File: src/logic/imp_pkg.sv
// Constants and carrier types for the interrupt mask and priority block.
`default_nettype none
package imp_pkg;
	// ----------------------------------------------------------------
	// Register indices (byte address is four times the index)
	// ----------------------------------------------------------------
	localparam logic [7:0] IMP_IDX_EN_MAIN = 8'ha8;
	localparam logic [7:0] IMP_IDX_LVL_MAIN = 8'hb8;
	localparam logic [7:0] IMP_IDX_EN_EXT1 = 8'he6;
	localparam logic [7:0] IMP_IDX_LVL_EXT1 = 8'hf6;
	localparam logic [7:0] IMP_IDX_PAGE = 8'h84;
	// ----------------------------------------------------------------
	// Pages that expose the extended priority register
	// ----------------------------------------------------------------
	localparam logic [7:0] IMP_PAGE_A = 8'h00;
	localparam logic [7:0] IMP_PAGE_B = 8'h0f;
	// ----------------------------------------------------------------
	// Field positions and reset values
	// ----------------------------------------------------------------
	localparam int IMP_GLOBAL_EN_BIT = 7;
	localparam int IMP_LVL_UNUSED_BIT = 7;
	localparam int IMP_MAIN_SRCS = 7;
	localparam int IMP_NUM_SRC = 15;
	localparam logic [7:0] IMP_RST_EN_MAIN = 8'h00;
	localparam logic [7:0] IMP_RST_LVL_MAIN = 8'h80;
	localparam logic [7:0] IMP_RST_EN_EXT1 = 8'h00;
	localparam logic [7:0] IMP_RST_LVL_EXT1 = 8'h00;
	localparam logic [7:0] IMP_RST_PAGE = 8'h00;
	// ----------------------------------------------------------------
	// Timing
	// ----------------------------------------------------------------
	localparam int IMP_DETECT_CYC = 1;
	localparam int IMP_CALL_CYC = 4;
	localparam int IMP_FAST_RESP_CYC = IMP_DETECT_CYC + IMP_CALL_CYC;
	// ----------------------------------------------------------------
	// Carrier types
	// ----------------------------------------------------------------
	typedef logic [IMP_NUM_SRC-1:0] imp_vec_t;
	typedef struct packed {
		logic net_ctrl_pending_flag;
		logic timer3_high_overflow_flag;
		logic timer3_low_overflow_flag;
		logic comparator1_rise_flag;
		logic comparator1_fall_flag;
		logic comparator0_rise_flag;
		logic comparator0_fall_flag;
		logic counter_array;
		logic conv_done_flag;
		logic window_cmp_flag;
		logic mgmt_bus_controller;
		logic sync_serial;
		logic timer2_high_overflow_flag;
		logic timer2_low_overflow_flag;
		logic async_serial;
		logic timer1_overflow_flag;
		logic ext_input_one;
		logic timer0_overflow_flag;
		logic ext_input_zero;
	} imp_flags_s;
	typedef struct packed {
		logic req;
		logic high;
		logic [3:0] src;
	} imp_call_s;
endpackage : imp_pkg
`default_nettype wire

File: src/logic/imp_irq_ctrl.sv
// Interrupt enable, priority and arbitration with a Wishbone register port.
//
// Overview of operation
// - Global enable bit 7 overrides all masks.
// - Source forwarded only while its mask is one.
// - Main enable at 0xA8, all pages, resets zero.
// - Main priority at 0xB8; bit 7 reads one.
// - Extended enable at 0xE6, all pages, resets zero.
// - Extended priority 0xF6 only on pages 0x00/0x0F.
// - Main bit 5 gates timer 2 low|high overflow.
// - Main bits 1/3 gate timer 0/1 overflow.
// - Main bits 0/2 gate external inputs 0/1.
// - Bit 6 sync serial, bit 4 async serial.
// - Extended bit 7 gates network controller flag.
// - Extended bit 6 gates timer 3 low|high overflow.
// - Bits 5/4 gate comparators, rise or fall.
// - Bit 2 conversion done, bit 1 window compare.
// - Bit 3 counter array, bit 0 management bus.
// - Main priority bits set level per source.
// - Extended priority bits set level per source.
// - High preempts low; high never preempted.
// - Higher level first, then fixed source order.
// - Sampled every cycle; one cycle detection.
`timescale 1ns/1ns
`default_nettype none
module imp_irq_ctrl
	import imp_pkg::*;
#(
	parameter int ADDR_W = 10
)
(
	input wire logic SYS_CLK_I,
	input wire logic ARST_N_I,
	input wire logic WB_CYC_I,
	input wire logic WB_STB_I,
	input wire logic WB_WE_I,
	input wire logic [ADDR_W-1:0] WB_ADR_I,
	input wire logic [3:0] WB_SEL_I,
	input wire logic [31:0] WB_DAT_I,
	output logic [31:0] WB_DAT_O,
	output logic WB_ACK_O,
	input wire imp_flags_s PEND_FLAGS_I,
	input wire logic SVC_ENTER_I,
	input wire logic SVC_RETURN_I,
	output imp_vec_t SRC_REQ_O,
	output imp_vec_t SRC_LEVEL_O,
	output imp_call_s CALL_O
);
	// ----------------------------------------------------------------
	// Elaboration checks
	// ----------------------------------------------------------------
	if (ADDR_W < 10)
	begin : g_bad_addr
		$error("ADDR_W must be at least 10");
	end

	// ----------------------------------------------------------------
	// Reset release
	// ----------------------------------------------------------------
	logic rst_s1_q;
	logic rst_n_q;
	always_ff @(posedge SYS_CLK_I or negedge ARST_N_I)
	begin
		if (!ARST_N_I)
		begin
			rst_s1_q <= 1'b0;
			rst_n_q <= 1'b0;
		end
		else
		begin
			rst_s1_q <= 1'b1;
			rst_n_q <= rst_s1_q;
		end
	end

	// ----------------------------------------------------------------
	// Register file and bus slave
	// ----------------------------------------------------------------
	logic [7:0] en_main_q, en_main_d;
	logic [7:0] lvl_main_q, lvl_main_d;
	logic [7:0] en_ext1_q, en_ext1_d;
	logic [7:0] lvl_ext1_q, lvl_ext1_d;
	logic [7:0] page_q, page_d;
	logic ack_q, ack_d;
	logic [31:0] rdat_q, rdat_d;
	logic [7:0] idx;
	logic page_ok;
	logic wr_now;
	assign idx = WB_ADR_I[9:2];
	assign page_ok = (page_q == IMP_PAGE_A) || (page_q == IMP_PAGE_B);
	// A write lands on the edge where the master sees the acknowledge.
	assign wr_now = WB_CYC_I && WB_STB_I && WB_WE_I && ack_q && WB_SEL_I[0];

	always_comb
	begin
		en_main_d = en_main_q;
		lvl_main_d = lvl_main_q;
		en_ext1_d = en_ext1_q;
		lvl_ext1_d = lvl_ext1_q;
		page_d = page_q;
		ack_d = WB_CYC_I && WB_STB_I && !ack_q;
		rdat_d = 32'h0;
		if (wr_now)
		begin
			case (idx)
				IMP_IDX_EN_MAIN: en_main_d = WB_DAT_I[7:0];
				IMP_IDX_LVL_MAIN: lvl_main_d = {1'b1, WB_DAT_I[6:0]};
				IMP_IDX_EN_EXT1: en_ext1_d = WB_DAT_I[7:0];
				IMP_IDX_LVL_EXT1: if (page_ok) lvl_ext1_d = WB_DAT_I[7:0];
				IMP_IDX_PAGE: page_d = WB_DAT_I[7:0];
				default: page_d = page_q;
			endcase
		end
		if (ack_d && !WB_WE_I)
		begin
			case (idx)
				IMP_IDX_EN_MAIN: rdat_d = {24'h0, en_main_q};
				IMP_IDX_LVL_MAIN: rdat_d = {24'h0, lvl_main_q};
				IMP_IDX_EN_EXT1: rdat_d = {24'h0, en_ext1_q};
				IMP_IDX_LVL_EXT1: rdat_d = page_ok ? {24'h0, lvl_ext1_q} : 32'h0;
				IMP_IDX_PAGE: rdat_d = {24'h0, page_q};
				default: rdat_d = 32'h0;
			endcase
		end
	end

	always_ff @(posedge SYS_CLK_I or negedge rst_n_q)
	begin
		if (!rst_n_q)
		begin
			en_main_q <= IMP_RST_EN_MAIN;
			lvl_main_q <= IMP_RST_LVL_MAIN;
			en_ext1_q <= IMP_RST_EN_EXT1;
			lvl_ext1_q <= IMP_RST_LVL_EXT1;
			page_q <= IMP_RST_PAGE;
			ack_q <= 1'b0;
			rdat_q <= 32'h0;
		end
		else
		begin
			en_main_q <= en_main_d;
			lvl_main_q <= lvl_main_d;
			en_ext1_q <= en_ext1_d;
			lvl_ext1_q <= lvl_ext1_d;
			page_q <= page_d;
			ack_q <= ack_d;
			rdat_q <= rdat_d;
		end
	end
	assign WB_ACK_O = ack_q;
	assign WB_DAT_O = rdat_q;

	// ----------------------------------------------------------------
	// Source gating and arbitration
	// ----------------------------------------------------------------
	imp_vec_t pend;
	imp_vec_t mask;
	imp_vec_t lvl;
	imp_vec_t req_d, req_q;
	imp_vec_t lvlo_q;
	imp_call_s call_d, call_q;
	logic hi_svc_q, hi_svc_d;
	logic lo_svc_q, lo_svc_d;
	logic glb;
	logic found_hi;
	logic found_lo;
	logic [3:0] idx_hi;
	logic [3:0] idx_lo;

	always_comb
	begin
		pend[0] = PEND_FLAGS_I.ext_input_zero;
		pend[1] = PEND_FLAGS_I.timer0_overflow_flag;
		pend[2] = PEND_FLAGS_I.ext_input_one;
		pend[3] = PEND_FLAGS_I.timer1_overflow_flag;
		pend[4] = PEND_FLAGS_I.async_serial;
		pend[5] = PEND_FLAGS_I.timer2_low_overflow_flag
			| PEND_FLAGS_I.timer2_high_overflow_flag;
		pend[6] = PEND_FLAGS_I.sync_serial;
		pend[7] = PEND_FLAGS_I.mgmt_bus_controller;
		pend[8] = PEND_FLAGS_I.window_cmp_flag;
		pend[9] = PEND_FLAGS_I.conv_done_flag;
		pend[10] = PEND_FLAGS_I.counter_array;
		pend[11] = PEND_FLAGS_I.comparator0_rise_flag
			| PEND_FLAGS_I.comparator0_fall_flag;
		pend[12] = PEND_FLAGS_I.comparator1_rise_flag
			| PEND_FLAGS_I.comparator1_fall_flag;
		pend[13] = PEND_FLAGS_I.timer3_low_overflow_flag
			| PEND_FLAGS_I.timer3_high_overflow_flag;
		pend[14] = PEND_FLAGS_I.net_ctrl_pending_flag;
	end

	// Main register bits 6:0 and extended bits 7:0 follow the fixed source order.
	assign mask = {en_ext1_q, en_main_q[IMP_MAIN_SRCS-1:0]};
	assign lvl = {lvl_ext1_q, lvl_main_q[IMP_MAIN_SRCS-1:0]};
	assign glb = en_main_q[IMP_GLOBAL_EN_BIT];
	assign req_d = pend & mask & {IMP_NUM_SRC{glb}};

	// Arbitration works on the registered requests, so a flag is seen one cycle
	// after it rises and the call is offered the cycle after that decode.
	always_comb
	begin
		found_hi = 1'b0;
		found_lo = 1'b0;
		idx_hi = 4'h0;
		idx_lo = 4'h0;
		for (int i = IMP_NUM_SRC - 1; i >= 0; i--)
		begin
			if (req_q[i] && lvlo_q[i])
			begin
				found_hi = 1'b1;
				idx_hi = 4'(i);
			end
			if (req_q[i] && !lvlo_q[i])
			begin
				found_lo = 1'b1;
				idx_lo = 4'(i);
			end
		end
		call_d = '0;
		if (found_hi && !hi_svc_q)
		begin
			call_d = '{req: 1'b1, high: 1'b1, src: idx_hi};
		end
		else if (found_lo && !hi_svc_q && !lo_svc_q)
		begin
			call_d = '{req: 1'b1, high: 1'b0, src: idx_lo};
		end
		hi_svc_d = hi_svc_q;
		lo_svc_d = lo_svc_q;
		if (SVC_RETURN_I)
		begin
			if (hi_svc_q)
				hi_svc_d = 1'b0;
			else
				lo_svc_d = 1'b0;
		end
		if (SVC_ENTER_I && call_q.req)
		begin
			if (call_q.high)
				hi_svc_d = 1'b1;
			else
				lo_svc_d = 1'b1;
		end
	end

	always_ff @(posedge SYS_CLK_I or negedge rst_n_q)
	begin
		if (!rst_n_q)
		begin
			req_q <= '0;
			lvlo_q <= '0;
			call_q <= '0;
			hi_svc_q <= 1'b0;
			lo_svc_q <= 1'b0;
		end
		else
		begin
			req_q <= req_d;
			lvlo_q <= lvl;
			call_q <= call_d;
			hi_svc_q <= hi_svc_d;
			lo_svc_q <= lo_svc_d;
		end
	end
	assign SRC_REQ_O = req_q;
	assign SRC_LEVEL_O = lvlo_q;
	assign CALL_O = call_q;
endmodule : imp_irq_ctrl
`default_nettype wire

File: config.mk
export PLATFORM = sky130hd
export DESIGN_NAME = imp_irq_ctrl
export DESIGN_NICKNAME = d
export VERILOG_FILES = /design/src/logic/imp_pkg.sv /design/src/logic/imp_irq_ctrl.sv
export SDC_FILE = /design/constraint.sdc
export NUM_CORES = 1
export LEC_CHECK = 0
export ABC_CLOCK_PERIOD_IN_PS = 3250
export BUFFER_PORTS_ARGS = -buffer_cell sky130_fd_sc_hd__buf_4
export CORE_MARGIN = 4
export CORE_UTILIZATION = 49
export CTS_BUF_LIST = sky130_fd_sc_hd__clkbuf_4 sky130_fd_sc_hd__clkbuf_8 sky130_fd_sc_hd__clkbuf_16
export CTS_CLUSTER_DIAMETER = 60
export CTS_CLUSTER_SIZE = 28
export DETAILED_ROUTE_END_ITERATION = 7
export GPL_ROUTABILITY_DRIVEN = 1
export PLACE_DENSITY_LB_ADDON = 0.05
export SYNTH_ARGS = -nofsm -noshare
export SYNTH_HDL_FRONTEND = slang
export SYNTH_SLANG_ARGS = --single-unit
File: constraint.sdc
create_clock -name SYS_CLK_I -period 3.25 [get_ports SYS_CLK_I]
set_input_delay 0.4875 -clock SYS_CLK_I [delete_from_list [all_inputs] [get_ports SYS_CLK_I]]
set_output_delay 0.4875 -clock SYS_CLK_I [all_outputs]
set_load 0.01 [all_outputs]
==> out/results.ini <==
[run_status]
status=finished, final reports clean

[die]
pin_count=141
coreArea_um2=7770
rows=32
die_width_um=97.7
fp.dieH_um=97.7
dieArea_um2=9550
initial_core_util_pct=50.8

[synthesis]
yosysMostFrequentCell=dfrtp_1
syn_inst=329
syn_area_um2=3940
synth_area_leaders=dfrtp_1 (56%), mux2_2 (11%), buf_4 (4.6%)
synth_top_area_share_pct=55.8
synth-seq-area-share_pct=55.8
ys_types=50
ys_seq_elements=88
syn_avg_cell_area_um2=12.0
ys_warn_count=0
yosys.area.top_type=dfrtp_1
synth_edf_count=0
synth-main-ff-cell=dfrtp_1
synth_commonest_cells=dfrtp_1 (88), mux2_2 (39), nand2_1 (26)
ys_async_sr_fraction_pct=100

[final_layout]
synthToLayoutAreaGrowth_pct=23.9
finalInstanceArea_um2=4890
fin_nets=499
n_antenna_cell=0
drive_above_1_share_pct=36.6

[detailed_routing]
drtPass1Iterations=4
vias=2965
drt-wirelength-per-cell_um=18.4
totalWireLength_um=9850
drc_errors=0
vias_per_cell=5.55
drt_iter0_drc=163
postRouteAntennaNets=0

[run]
cap_viol_max_count=0

[pwr]
internal_power_mw=1.58
p_per_area_nw_per_um2=415
power.leakage_nw=2.51
switchingPower_mw=0.448
p_sw_share_pct=22.1
clkPwrFrac_pct=41.2
pwr-share-comb_pct=3.6
sequentialPowerShare_pct=55.2
ir_drop_mv=0.259
power_mw=2.03

[sta]
final-setup-viol-count=0
drv_slew=0
period_share_pct=65.5
tns_ns=0
fmax_ghz=0.469
fin_skew_ns=0.0156
hold_violations=0
rsz0062_at_grt=no
layout_min_cycle_time_ns=2.13
worst_pin_slew_ns=1.07
relSlewSlack_pct=29.0

[global_routing]
grt_pass1_wl_um=15700
antenna_found_initial=0
grt_pass1_vias=3007
grt_max_degree=87
globalRouteTotalUtil_pct=20.9
grt.overflow.total=0

[place]
io_buffers=87
gp_congestion=0.900
dpl-instance-area_um2=4650
place.detailed.hpwl_um=7530

[cts]
cts_buffer_depth=2
htree_levels=3
cts_tree=yes
clk_pin_slew_ns=0.09
post-cts-setup-buffers=0
cts_root_buf=clkbuf_8
clk_latency_ns=0.35
numCtsBuffers=9
cts.sinks=88

[worst_setup_path]
startpoint_type=input port
timing.reg2reg.setup_slack_ns=1.16
critPathKind=in2reg
required_ns=3.48
arrival_ns=2.37
cp_max_fo=9
crit_path_end_kind=flip-flop

[min_path]
hp-class=in2reg

-- metrics by stage --
stage / utilization (%) / std cells / hold WS, ns / setup WS, ns
global placement: 59.9 / 517 / 0.270 / 0.774
finish: 62.9 / 534 / 0.373 / 1.12
floorplan: - / 352 / 0.192 / 0.617
detailed placement: 59.9 / 517 / 0.272 / 0.758
CTS: 62.9 / 534 / 0.356 / 1.14
global route: 62.9 / 534 / 0.353 / 0.999
-- layer usage --
metal	up-vias	share of wire, %	GRT usage (%)
li1	1361	-	-
met1	1468	43	27.9
met2	123	50	34.6
met3	13	6.6	5.46
met4	0	1.1	4.79
met5	-	0	0
-- registers in the layout, indices dropped and copies added, names as in the netlist --
| register | count |
|---|---|
| CALL_O | 6 |
| SRC_LEVEL_O | 15 |
| SRC_REQ_O | 15 |
| WB_ACK_O | 1 |
| WB_DAT_O | 8 |
| en_ext1_q | 8 |
| en_main_q | 8 |
| hi_svc_q | 1 |
| lo_svc_q | 1 |
| lvl_ext1_q | 8 |
| lvl_main_q | 7 |
| page_q | 8 |
| rst_n_q | 1 |
| rst_s1_q | 1 |
-- critical path, stage by stage --
cell and delay (ns):
buf_4 0.12, or4b_1 0.57, nor3_2 0.12, buf_4 0.20
and2_1 0.46, mux2_2 0.39
-- area by class of cell --
cell class | instances | area, µm²
Clock inverter | 7 | 103
Tap cell | 102 | 128
Multi-Input combinational cell | 227 | 1600
Fill cell | 667 | 2880
Timing Repair Buffer | 93 | 701
Clock buffer | 9 | 124
Sequential cell | 88 | 2210
Inverter | 8 | 30.0
-- power by group through the flow --
| stage | clock, mW | sequential (mW) | combinational [mW] |
|---|---|---|---|
| floorplan | 0 | 1.14 | 0.0432 |
| global placement | 0 | 1.14 | 0.0706 |
| detailed placement | 0 | 1.14 | 0.0720 |
| CTS | 0.857 | 1.12 | 0.0729 |
| global route | 0.905 | 1.12 | 0.0802 |
| finish | 0.835 | 1.12 | 0.0731 |
-- worst paths after layout --
kind,startpoint,depth (start not counted),to
worst max-delay path,WB_ADR_I[3],6,en_main_q[4]
max in group asynchronous,rst_n_q,0,SRC_REQ_O[6]
worst min register to register,rst_s1_q,0,rst_n_q
min in group asynchronous,ARST_N_I,2,rst_n_q
worst min-delay path,PEND_FLAGS_I[15],2,SRC_REQ_O[12]
worst max register to register,SRC_REQ_O[12],5,CALL_O[0]
-- placed cells by master (no fill, tap or decap), drive strengths merged, types with 5 or more instances in the layout --
cell type and count:
nand2b 8, buf 92, o21ai 9, mux2 39
and3 11, inv 11, a21oi 5, nor2 9
nor2b 9, nand2 27, conb 25, a31oi 9
clkbuf 9, a22oi 21, dfrtp 88
-- cell families after synthesis --
| group | synth area share, % |
|---|---|
| AND/OR/NAND/NOR | 12.7 |
| flip-flops | 55.8 |
| AO/OA/AOI/OAI | 14.3 |
| multiplexers | 11.1 |
| buffers and inverters | 5.87 |
| other | 0.190 |
-- repair_timing --
item	in CTS	in global routing
gates resized for setup	0	0
hold buffers	1	0
hold endpoints to repair	2	0
No activity file was read; power rests on OpenSTA's default activity.
